`src/inc/sbfr_pkg.sv`:
```
// Purpose: constants and state type of the serial boot read command block
// Assumes: byte values are the codes seen on the serial link
// Notes: addresses and counts are 24 bits wide on the link
package sbfr_pkg;
    // ----------------------------------------
    // Link codes and counter limits
    // ----------------------------------------
    localparam logic [7:0] MATCH1_A = 8'h86;
    localparam logic [7:0] MATCH1_B = 8'h30;
    localparam logic [7:0] MATCH2_A = 8'h79;
    localparam logic [7:0] MATCH2_B = 8'hCF;
    localparam logic [7:0] OPC_READ = 8'h40;
    localparam logic [7:0] ERR_FRAME = 8'hA1;
    localparam logic [7:0] ERR_CMD = 8'hA3;
    localparam logic [7:0] ERR_SEC = 8'h63;
    localparam logic [1:0] ERR_LAST = 2'h2;
    localparam logic [1:0] FIELD_LAST = 2'h2;
    // ----------------------------------------
    // Blank check window and limits
    // ----------------------------------------
    localparam logic [23:0] BLANK_LO = 24'h00FFE0;
    localparam logic [23:0] BLANK_HI = 24'h00FFFF;
    localparam logic [7:0] BLANK_VAL = 8'hFF;
    localparam logic [23:0] COUNT_MIN = 24'h000000;
    localparam logic [15:0] SUM_RST = 16'h0000;
    localparam int MIN_BIT = 4;
    typedef enum logic [4:0] {
        S_ABW, S_ABL, S_ABH, S_ABE, S_M2, S_OPC, S_PCA, S_PCB, S_CHK,
        S_SCAN, S_SCW, S_PWD, S_RSA, S_CNT, S_RNG, S_RD, S_RDW,
        S_CSH, S_CSL, S_SEND, S_ERR, S_DEAD
    } sbfr_st_t;
endpackage

```
`src/core/sbfr_core.sv`:
```
// Purpose: serial boot flash read command: autobaud, match, read, checksum
// Assumes: rxd and memory answers synchronous to clk; memory read latency 1
// Notes: password checking itself sits outside, behind pw_* ports
`timescale 1ns/1ps
// Operation
// first byte's high run sets the bit period, its low run checks the byte, before any reply
// every later byte both ways is timed by the measured bit period
// first match byte 0x86 or 0x30 echoed when recognised, else silence
// second match byte 0x79 or 0xCF echoed when accepted, else silence
// command 0x40 is echoed when accepted
// rejected command sends one error code three times then idles
// controller sends password count address, three bytes, no reply
// controller sends compare address and password string, no reply
// all 0xFF at 0xFFE0..0xFFFF skips the password string
// a bad password address field idles the block
// security enabled or password failure idles the block
// framing error in password fields or string idles the block
// controller must reset and restart boot mode after an idle
// controller sends the read start address, three bytes, no reply
// controller sends the byte count, three bytes, no reply
// zero or oversize byte count idles without data
// requested memory bytes are sent in order from the start address
// sixteen-bit checksum follows, high byte first
// after the checksum the next command byte is awaited
module sbfr_core #(
    parameter int CW = 16,
    parameter logic [23:0] MEM_SIZE = 24'h010000
) (
    // Clock and reset
    input wire logic clk,
    input wire logic reset,
    input wire logic ce,
    // Serial link
    input wire logic rxd,
    output logic txd_ff,
    // Memory read port
    output logic mem_rd_ff,
    output logic [23:0] mem_addr_ff,
    input wire logic [7:0] mem_rdata,
    // Password checker
    input wire logic sec_en,
    input wire logic pw_addr_ok,
    input wire logic pw_done,
    input wire logic pw_ok,
    output logic [23:0] pw_cnt_addr_ff,
    output logic [23:0] pw_cmp_addr_ff,
    output logic pw_vld_ff,
    output logic [7:0] pw_byte_ff,
    // Status
    output logic idle_ff
);
    sbfr_pkg::sbfr_st_t st_ff, ret_ff;
    logic [CW-1:0] bit_ff, lcnt_ff, hcnt_ff;
    logic [7:0] txb_ff, m1_ff, err_ff;
    logic [23:0] sh_ff, addr_ff, cnt_ff;
    logic [1:0] nb_ff, ecnt_ff;
    logic [15:0] sum_ff;
    logic blank_ff, mem_vld_ff;
    logic rx_busy_ff, rx_vld_ff, rx_ferr_ff;
    logic [3:0] rx_idx_ff, tx_idx_ff;
    logic [CW-1:0] rx_cnt_ff, tx_cnt_ff;
    logic [7:0] rx_sh_ff;
    logic tx_busy_ff;
    logic [9:0] tx_sh_ff;

    // ----------------------------------------
    // Decode
    // ----------------------------------------
    wire [CW+1:0] l4_w = {lcnt_ff, 2'b00};
    wire [CW+1:0] h3_w = {2'b00, hcnt_ff} + {1'b0, hcnt_ff, 1'b0};
    wire [CW+1:0] h5_w = {hcnt_ff, 2'b00} + {2'b00, hcnt_ff};
    wire [CW+1:0] h8_w = {hcnt_ff[CW-2:0], 3'b000};
    wire [CW+1:0] h12_w = {hcnt_ff, 2'b00} + h8_w;
    wire is86_w = (l4_w >= h3_w) && (l4_w <= h5_w);
    wire is30_w = (l4_w >= h8_w) && (l4_w <= h12_w);
    wire [CW-1:0] half_w = hcnt_ff >> 1;
    wire baud_ok_w = (half_w >= CW'(sbfr_pkg::MIN_BIT));
    wire [CW-1:0] tail_w = bit_ff + (bit_ff >> 1);
    wire rx_en_w = (st_ff != sbfr_pkg::S_ABW) && (st_ff != sbfr_pkg::S_ABL)
        && (st_ff != sbfr_pkg::S_ABH) && (st_ff != sbfr_pkg::S_ABE);
    wire rx_tick_w = rx_busy_ff && (rx_cnt_ff == '0);
    wire tx_go_w = (st_ff == sbfr_pkg::S_SEND) && !tx_busy_ff;
    wire tx_tick_w = tx_busy_ff && (tx_cnt_ff == '0);
    wire [7:0] rxd8_w = rx_sh_ff;
    wire m2_ok_w = !rx_ferr_ff && ((rxd8_w == sbfr_pkg::MATCH2_A)
        || (rxd8_w == sbfr_pkg::MATCH2_B));
    wire [23:0] field_w = {sh_ff[15:0], rxd8_w};
    wire scan_ok_w = blank_ff && (mem_rdata == sbfr_pkg::BLANK_VAL);
    wire [24:0] end_w = {1'b0, addr_ff} + {1'b0, cnt_ff};
    wire range_bad_w = (cnt_ff == sbfr_pkg::COUNT_MIN)
        || (cnt_ff > MEM_SIZE) || (end_w > {1'b0, MEM_SIZE});

    // ----------------------------------------
    // Receiver, timed by measured bit period
    // ----------------------------------------
    always_ff @(posedge clk or posedge reset) begin
        if (reset) begin
            rx_busy_ff <= 1'b0;
            rx_vld_ff <= 1'b0;
            rx_ferr_ff <= 1'b0;
            rx_idx_ff <= 4'h0;
            rx_cnt_ff <= '0;
            rx_sh_ff <= 8'h00;
        end else if (ce) begin
            rx_vld_ff <= 1'b0;
            if (!rx_busy_ff) begin
                if (rx_en_w && !rxd) begin
                    rx_busy_ff <= 1'b1;
                    rx_idx_ff <= 4'h0;
                    rx_cnt_ff <= bit_ff >> 1;
                end
            end else if (rx_tick_w) begin
                rx_cnt_ff <= bit_ff - CW'(1);
                rx_idx_ff <= rx_idx_ff + 4'h1;
                if (rx_idx_ff == 4'h0 && rxd) begin
                    // Glitch, not a start bit
                    rx_busy_ff <= 1'b0;
                end else if (rx_idx_ff == 4'h9) begin
                    rx_busy_ff <= 1'b0;
                    rx_vld_ff <= 1'b1;
                    rx_ferr_ff <= !rxd;
                end else if (rx_idx_ff != 4'h0) begin
                    rx_sh_ff <= {rxd, rx_sh_ff[7:1]};
                end
            end else begin
                rx_cnt_ff <= rx_cnt_ff - CW'(1);
            end
        end
    end

    // ----------------------------------------
    // Transmitter
    // ----------------------------------------
    always_ff @(posedge clk or posedge reset) begin
        if (reset) begin
            tx_busy_ff <= 1'b0;
            tx_sh_ff <= 10'h3FF;
            tx_idx_ff <= 4'h0;
            tx_cnt_ff <= '0;
            txd_ff <= 1'b1;
        end else if (ce) begin
            if (tx_go_w) begin
                tx_busy_ff <= 1'b1;
                tx_sh_ff <= {1'b1, txb_ff, 1'b0};
                tx_idx_ff <= 4'h0;
                tx_cnt_ff <= '0;
            end else if (tx_tick_w) begin
                if (tx_idx_ff == 4'hA) begin
                    tx_busy_ff <= 1'b0;
                end else begin
                    txd_ff <= tx_sh_ff[0];
                    tx_sh_ff <= {1'b1, tx_sh_ff[9:1]};
                    tx_idx_ff <= tx_idx_ff + 4'h1;
                    tx_cnt_ff <= bit_ff - CW'(1);
                end
            end else if (tx_busy_ff) begin
                tx_cnt_ff <= tx_cnt_ff - CW'(1);
            end
        end
    end

    // ----------------------------------------
    // Command sequencer
    // ----------------------------------------
    always_ff @(posedge clk or posedge reset) begin
        if (reset) begin
            st_ff <= sbfr_pkg::S_ABW;
            ret_ff <= sbfr_pkg::S_ABW;
            bit_ff <= '0;
            lcnt_ff <= '0;
            hcnt_ff <= '0;
            txb_ff <= 8'h00;
            m1_ff <= 8'h00;
            err_ff <= 8'h00;
            sh_ff <= 24'h000000;
            addr_ff <= 24'h000000;
            cnt_ff <= 24'h000000;
            nb_ff <= 2'h0;
            ecnt_ff <= 2'h0;
            sum_ff <= sbfr_pkg::SUM_RST;
            blank_ff <= 1'b0;
            mem_vld_ff <= 1'b0;
            mem_rd_ff <= 1'b0;
            mem_addr_ff <= 24'h000000;
            pw_cnt_addr_ff <= 24'h000000;
            pw_cmp_addr_ff <= 24'h000000;
            pw_vld_ff <= 1'b0;
            pw_byte_ff <= 8'h00;
            idle_ff <= 1'b0;
        end else if (ce) begin
            mem_rd_ff <= 1'b0;
            mem_vld_ff <= mem_rd_ff;
            pw_vld_ff <= 1'b0;
            idle_ff <= (st_ff == sbfr_pkg::S_DEAD);
            case (st_ff)
                sbfr_pkg::S_ABW: begin
                    // Edge cycle counts too, so runs measure whole bits
                    lcnt_ff <= rxd ? '0 : CW'(1);
                    hcnt_ff <= '0;
                    if (!rxd)
                        st_ff <= sbfr_pkg::S_ABL;
                end
                sbfr_pkg::S_ABL: begin
                    // Saturate rather than wrap on very slow links
                    if (rxd) begin
                        hcnt_ff <= CW'(1);
                        st_ff <= sbfr_pkg::S_ABH;
                    end else if (lcnt_ff != '1) begin
                        lcnt_ff <= lcnt_ff + CW'(1);
                    end
                end
                sbfr_pkg::S_ABH: begin
                    if (!rxd) begin
                        // 0x86 has 2 bits low then 2 high, 0x30 5 then 2
                        bit_ff <= half_w;
                        lcnt_ff <= '0;
                        if (baud_ok_w && (is86_w || is30_w)) begin
                            m1_ff <= is86_w ? sbfr_pkg::MATCH1_A
                                : sbfr_pkg::MATCH1_B;
                            st_ff <= sbfr_pkg::S_ABE;
                        end else begin
                            st_ff <= sbfr_pkg::S_DEAD;
                        end
                    end else if (hcnt_ff != '1) begin
                        hcnt_ff <= hcnt_ff + CW'(1);
                    end
                end
                sbfr_pkg::S_ABE: begin
                    // Wait out the rest of the byte: a long high run
                    lcnt_ff <= rxd ? lcnt_ff + CW'(1) : '0;
                    if (rxd && lcnt_ff >= tail_w) begin
                        txb_ff <= m1_ff;
                        ret_ff <= sbfr_pkg::S_M2;
                        st_ff <= sbfr_pkg::S_SEND;
                    end
                end
                sbfr_pkg::S_M2: if (rx_vld_ff) begin
                    txb_ff <= rxd8_w;
                    ret_ff <= sbfr_pkg::S_OPC;
                    st_ff <= m2_ok_w ? sbfr_pkg::S_SEND
                        : sbfr_pkg::S_DEAD;
                end
                sbfr_pkg::S_OPC: if (rx_vld_ff) begin
                    nb_ff <= 2'h0;
                    ecnt_ff <= 2'h0;
                    if (rx_ferr_ff) begin
                        err_ff <= sbfr_pkg::ERR_FRAME;
                        st_ff <= sbfr_pkg::S_ERR;
                    end else if (rxd8_w != sbfr_pkg::OPC_READ) begin
                        err_ff <= sbfr_pkg::ERR_CMD;
                        st_ff <= sbfr_pkg::S_ERR;
                    end else begin
                        txb_ff <= sbfr_pkg::OPC_READ;
                        ret_ff <= sbfr_pkg::S_PCA;
                        st_ff <= sbfr_pkg::S_SEND;
                    end
                end
                sbfr_pkg::S_PCA, sbfr_pkg::S_PCB, sbfr_pkg::S_RSA,
                sbfr_pkg::S_CNT: if (rx_vld_ff) begin
                    // Fields are silent, MSB first
                    sh_ff <= field_w;
                    nb_ff <= nb_ff + 2'h1;
                    if (rx_ferr_ff) begin
                        st_ff <= sbfr_pkg::S_DEAD;
                    end else if (nb_ff == sbfr_pkg::FIELD_LAST) begin
                        nb_ff <= 2'h0;
                        case (st_ff)
                            sbfr_pkg::S_PCA: begin
                                pw_cnt_addr_ff <= field_w;
                                st_ff <= sbfr_pkg::S_PCB;
                            end
                            sbfr_pkg::S_PCB: begin
                                pw_cmp_addr_ff <= field_w;
                                st_ff <= sbfr_pkg::S_CHK;
                            end
                            sbfr_pkg::S_RSA: begin
                                addr_ff <= field_w;
                                st_ff <= sbfr_pkg::S_CNT;
                            end
                            default: begin
                                cnt_ff <= field_w;
                                st_ff <= sbfr_pkg::S_RNG;
                            end
                        endcase
                    end
                end
                sbfr_pkg::S_CHK: begin
                    addr_ff <= sbfr_pkg::BLANK_LO;
                    blank_ff <= 1'b1;
                    if (sec_en || !pw_addr_ok)
                        st_ff <= sbfr_pkg::S_DEAD;
                    else
                        st_ff <= sbfr_pkg::S_SCAN;
                end
                sbfr_pkg::S_SCAN, sbfr_pkg::S_RD: begin
                    mem_rd_ff <= 1'b1;
                    mem_addr_ff <= addr_ff;
                    st_ff <= (st_ff == sbfr_pkg::S_RD) ? sbfr_pkg::S_RDW
                        : sbfr_pkg::S_SCW;
                end
                sbfr_pkg::S_SCW: if (mem_vld_ff) begin
                    blank_ff <= scan_ok_w;
                    addr_ff <= addr_ff + 24'h000001;
                    if (addr_ff != sbfr_pkg::BLANK_HI)
                        st_ff <= sbfr_pkg::S_SCAN;
                    else if (scan_ok_w)
                        st_ff <= sbfr_pkg::S_RSA;
                    else
                        st_ff <= sbfr_pkg::S_PWD;
                end
                sbfr_pkg::S_PWD: begin
                    if (pw_done) begin
                        st_ff <= pw_ok ? sbfr_pkg::S_RSA
                            : sbfr_pkg::S_DEAD;
                    end else if (rx_vld_ff) begin
                        if (rx_ferr_ff) begin
                            st_ff <= sbfr_pkg::S_DEAD;
                        end else begin
                            pw_vld_ff <= 1'b1;
                            pw_byte_ff <= rxd8_w;
                        end
                    end
                end
                sbfr_pkg::S_RNG: begin
                    sum_ff <= sbfr_pkg::SUM_RST;
                    st_ff <= range_bad_w ? sbfr_pkg::S_DEAD
                        : sbfr_pkg::S_RD;
                end
                sbfr_pkg::S_RDW: if (mem_vld_ff) begin
                    txb_ff <= mem_rdata;
                    sum_ff <= sum_ff + {8'h00, mem_rdata};
                    addr_ff <= addr_ff + 24'h000001;
                    cnt_ff <= cnt_ff - 24'h000001;
                    ret_ff <= (cnt_ff == 24'h000001) ? sbfr_pkg::S_CSH
                        : sbfr_pkg::S_RD;
                    st_ff <= sbfr_pkg::S_SEND;
                end
                sbfr_pkg::S_CSH: begin
                    txb_ff <= sum_ff[15:8];
                    ret_ff <= sbfr_pkg::S_CSL;
                    st_ff <= sbfr_pkg::S_SEND;
                end
                sbfr_pkg::S_CSL: begin
                    txb_ff <= sum_ff[7:0];
                    ret_ff <= sbfr_pkg::S_OPC;
                    st_ff <= sbfr_pkg::S_SEND;
                end
                sbfr_pkg::S_ERR: begin
                    txb_ff <= err_ff;
                    ecnt_ff <= ecnt_ff + 2'h1;
                    ret_ff <= (ecnt_ff == sbfr_pkg::ERR_LAST)
                        ? sbfr_pkg::S_DEAD : sbfr_pkg::S_ERR;
                    st_ff <= sbfr_pkg::S_SEND;
                end
                sbfr_pkg::S_SEND: if (tx_go_w)
                    st_ff <= ret_ff;
                // Only a reset leaves this state
                sbfr_pkg::S_DEAD: st_ff <= sbfr_pkg::S_DEAD;
                default: st_ff <= sbfr_pkg::S_DEAD;
            endcase
        end
    end

    // ----------------------------------------
    // Checks
    // ----------------------------------------
    AST_SILENT_BAUD: assert property (@(posedge clk) disable iff (reset)
        !rx_en_w |-> (txd_ff && !tx_busy_ff))
        else $error("reply before baud measured");
    AST_TX_PERIOD: assert property (@(posedge clk) disable iff (reset)
        tx_busy_ff |-> (tx_cnt_ff < bit_ff || tx_idx_ff == 4'h0))
        else $error("tx bit longer than measured period");
    AST_M1_FAIL: assert property (@(posedge clk) disable iff (reset)
        (ce && st_ff == sbfr_pkg::S_ABH && !rxd && !(is86_w || is30_w))
        |=> st_ff == sbfr_pkg::S_DEAD)
        else $error("bad match byte not rejected");
    AST_M2_ECHO: assert property (@(posedge clk) disable iff (reset)
        (ce && st_ff == sbfr_pkg::S_M2 && rx_vld_ff && m2_ok_w)
        |=> (st_ff == sbfr_pkg::S_SEND && txb_ff == $past(rx_sh_ff)))
        else $error("second match byte not echoed");
    AST_OPC_ECHO: assert property (@(posedge clk) disable iff (reset)
        (ce && st_ff == sbfr_pkg::S_OPC && rx_vld_ff && !rx_ferr_ff
        && rx_sh_ff == sbfr_pkg::OPC_READ)
        |=> (txb_ff == sbfr_pkg::OPC_READ && ret_ff == sbfr_pkg::S_PCA))
        else $error("read command not echoed");
    AST_ERR_THRICE: assert property (@(posedge clk) disable iff (reset)
        (st_ff == sbfr_pkg::S_ERR && ecnt_ff == sbfr_pkg::ERR_LAST && ce)
        |=> ret_ff == sbfr_pkg::S_DEAD)
        else $error("error code not limited to three");
    AST_PW_ADDR: assert property (@(posedge clk) disable iff (reset)
        (ce && st_ff == sbfr_pkg::S_CHK && (!pw_addr_ok || sec_en))
        |=> st_ff == sbfr_pkg::S_DEAD)
        else $error("password address error not fatal");
    AST_FRAME_PW: assert property (@(posedge clk) disable iff (reset)
        (ce && rx_vld_ff && rx_ferr_ff && (st_ff == sbfr_pkg::S_PCA
        || st_ff == sbfr_pkg::S_PCB || st_ff == sbfr_pkg::S_PWD) && !pw_done)
        |=> st_ff == sbfr_pkg::S_DEAD)
        else $error("framing error in password phase not fatal");
    AST_RANGE: assert property (@(posedge clk) disable iff (reset)
        (ce && st_ff == sbfr_pkg::S_RNG && cnt_ff == 24'h000000)
        |=> st_ff == sbfr_pkg::S_DEAD)
        else $error("zero count not rejected");
    AST_BLANK_SKIP: assert property (@(posedge clk) disable iff (reset)
        (st_ff == sbfr_pkg::S_RSA && blank_ff) |-> !pw_vld_ff)
        else $error("password taken on blank part");
    AST_SUM_NEXT: assert property (@(posedge clk) disable iff (reset)
        (ce && st_ff == sbfr_pkg::S_CSL) |=> ret_ff == sbfr_pkg::S_OPC)
        else $error("no return to command wait after checksum");
endmodule

```
`config.mk`:
```
export PLATFORM = sky130hd
export DESIGN_NAME = sbfr_core
export DESIGN_NICKNAME = d
export VERILOG_FILES = /design/src/inc/sbfr_pkg.sv /design/src/core/sbfr_core.sv
export SDC_FILE = /design/constraint.sdc
export NUM_CORES = 1
export LEC_CHECK = 0
export BUFFER_PORTS_ARGS = -buffer_cell sky130_fd_sc_hd__buf_2
export CAP_MARGIN = 20
export CORE_UTILIZATION = 40
export CTS_CLUSTER_DIAMETER = 40
export CTS_CLUSTER_SIZE = 12
export DETAILED_ROUTE_END_ITERATION = 7
export MAX_ROUTING_LAYER = met4
export PLACE_DENSITY = 0.56
export SLEW_MARGIN = 20
export SYNTH_ARGS = -nofsm -noshare
export SYNTH_HDL_FRONTEND = slang
export SYNTH_SLANG_ARGS = --single-unit
```
`constraint.sdc`:
```
create_clock -name clk -period 15.9 [get_ports clk]
set_clock_uncertainty 0.15 [all_clocks]
set_input_delay 0.795 -clock clk [delete_from_list [all_inputs] [get_ports clk]]
set_output_delay 0.795 -clock clk [all_outputs]
set_load 0.02 [all_outputs]
```
==> qor.yml <==
setup_path:
  critPathTopFamily: "compound AO/OA/AOI/OAI gates"
  arrival_ps: 5960
  slowest_delay_ps: 740
  required_ps: 16220
  startpoint_type: "flip-flop"
  endpoint_kind: "flip-flop"
  path_buf_inv: 0
  crit_fanout: 9
  cpMostUsedCell: "a21oi_1"
  critical_path_class: "flip-flop to flip-flop"
  path_cells: "ha_1, fa_1, a21o_1, a21oi_1, o21bai_1, a21oi_1, o21bai_1, a211o_1, a2111oi_0, o31ai_1, a21oi_1, xnor2_1, ha_1, nand4_1, nor4_1, a21oi_1, nor4_2, nand3_1, o32a_1"
  slowest_stage: "nor4_2"
pwr:
  power.switching_mw: 1.617
  p_leak_nw: 11.08
  p_per_area_nw_per_um2: 166.0
  clock_power_share_pct: 31.7
  swShare_pct: 40.45
  pwr-share-seq_pct: 28.9
  ir_drop_uv: 95.68
  intPower_mw: 2.380
  pwr-share-comb_pct: 39.5
timing:
  hold_viol: 0
  post-route-min-period_ps: 5639
  setup_violations: 0
  drv_slew: 0
  fmax_mhz: 177.3
  slew-limit-headroom_pct: 25.60
  tns_ps: 0
  hold_slack_ps: 99.83
  rsz0062_at_grt: "no"
  worst_pin_slew_ps: 1115
  fin_crit_sh_pct: 35.47
min_path:
  hold_path_class: "input port to asynchronous set/reset pin"
synth:
  ys_ff_latch: 300
  yosysTopAreaCellShare_pct: 34.84
  yosysTopAreaCell: "dfrtp_1"
  synthesis.area_sq_um: 20830
  async_reset_ff_share_pct: 100.0
  synth_ff_type: "dfrtp_1"
  synth.area.top_cells: "dfrtp_1, ha_1, mux2_2"
  netlist_instances: 2327
  synth_nets: 2543
  synth_edf_count: 0
  synth.most_common_cell: "dfrtp_1"
  yosysSeqAreaShare_pct: 36.10
  yosysUniqueCellTypes: 91
  avgSynthCellArea_sq_um: 8.952
  yosys_warnings: 0
  netlist_top_cells_count: "dfrtp_1, o21ai_0, a21oi_1, nor2_1, ha_1"
run:
  maxCapViolCount: 0
layout:
  layout.nets: 2637
  design_area_sq_um: 24080
  final_core_util_pct: 46.84
  layout-drive-gt1-share_pct: 15.13
  seqCellArea_sq_um: 7520
  areaGrowthSynthToFinish_pct: 15.59
  final.fill_count: 4943
  multi_input_area_sq_um: 12660
drt:
  route.detailed.wl_per_inst_um: 20.73
  avgViaCountPerCell: 5.881
  ant_nets: 0
  remaining_drc_errors: 0
  firstDrtPassIters: 5
  drtIter0Drc: 1465
  num_vias: 18520
  routed_wl_um: 65280
global_routing:
  grt_overflow: 0
  track_usage_pct: 25.17
  grt_max_degree: 165
  grt_pass1_vias: 17710
  grt_pass1_wl_um: 102300
  antenna_found_initial: 3
clock_network:
  cts_setup_buffers: 0
  cts-root-buf: "clkbuf_16"
  cts_tree: "built"
  h-tree-depth: 2
  clock_latency_ps: 620
  clock_path_buffers: 3
  path_clk_slew_ps: 50
  cts_made_buffers: 54
  cts_resized: 0
  clkSinkCount: 300
  postCtsHoldBufs: 0
die:
  num_rows: 83
  die_area_sq_um: 52990
  die_w_um: 230.2
  dieHeight_um: 230.2
  start_util_pct: 40.52
  ios: 100
  core_sq_um: 51410
placed_design:
  place.port_buffers: 99
  place.gp.congestion: 0.8996
  dpl_cell_area_sq_um: 22080
  dp_hpwl_um: 47150
status:
  outcome: "finished, final reports clean"
[worst paths after layout]
kind	start	to	slack, ps	cells past startpoint
setup / recovery	bit_ff[1]$_DFFE_PP0P_	st_ff[4]$_DFFE_PP0P_	10260	19
hold / removal	reset	mem_addr_ff[7]$_DFFE_PP0P_	100	2
setup reg to reg	bit_ff[1]$_DFFE_PP0P_	st_ff[4]$_DFFE_PP0P_	10260	19
hold reg to reg	tx_sh_ff[1]$_DFFE_PP1P_	tx_sh_ff[0]$_DFFE_PP1P_	300	2
max in group asynchronous	reset	addr_ff[20]$_DFFE_PP0P_	14160	3
min in group clk	tx_sh_ff[1]$_DFFE_PP1P_	tx_sh_ff[0]$_DFFE_PP1P_	300	2
[power by group through the flow]
stage | sequential [mW] | combinational, mW | clock [mW]
after CTS | 1.15 | 1.57 | 1.29
after detailed placement | 1.16 | 1.55 | 0
final | 1.15 | 1.58 | 1.27
after global placement | 1.16 | 1.53 | 0
after floorplan | 1.08 | 1.18 | 0
after global routing | 1.18 | 1.77 | 1.32
[layer usage]
layer | track usage, % | routed length (um) | vias up
met3 | 4.167 | 4395 | 98
li1 | - | - | 8740
met2 | 35.06 | 27370 | 610
met1 | 36.83 | 31800 | 9072
met4 | 7.802 | 1724 | 0
met5 | - | 0 | -
[cells in the final DEF, fill, tap and decap left out, drive strengths merged, types with 24 or more instances in the layout]
master  instances
inv            98
clkbuf         64
a21o           36
xnor2          69
nor2          202
nand3          85
nand4          27
nand2         189
dfrtp         290
buf           121
nand2b         24
nor3           66
and3           30
xor2           37
a21oi         202
ha            195
o21ai         220
mux2          108
[flip-flops by register name (all words and copies together) (netlist names), 16 cells and up]
signal / flops
addr_ff: 24
pw_cmp_addr_ff: 24
sh_ff: 16
tx_cnt_ff: 16
hcnt_ff: 16
rx_cnt_ff: 16
pw_cnt_addr_ff: 24
mem_addr_ff: 24
sum_ff: 16
lcnt_ff: 16
cnt_ff: 24
[area by class of cell]
| class | count | area share (%) |
|---|---|---|
| multi-input cells | 1846 | 52.57 |
| flip-flops and latches | 300 | 31.23 |
| clock buffers | 64 | 5.976 |
| well taps | 680 | 3.534 |
| repair buffers | 121 | 2.796 |
| clock inverters | 37 | 2.302 |
| inverters | 98 | 1.559 |
| diodes | 3 | 0.03118 |
[metrics by stage]
step	worst slack, ps	cells	total power [mW]
6_report	10260	3149	3.996
3_3_place_gp	10360	3045	2.684
2_1_floorplan	6682	2327	2.254
3_5_place_dp	10250	3045	2.713
4_1_cts	10250	3146	4.000
5_1_grt	9723	3148	4.262
[cells by family after synthesis]
family                     synth area share [%]
and+or+nand+nor                           16.94
DFF                                       36.10
adders and majority gates                 12.29
muxes                                     6.943
AOI/OAI and AO/OA                         19.95
buffers and inverters                     3.316
xor gates and xnor gates                  4.457
(Power assumes the default switching activity.)
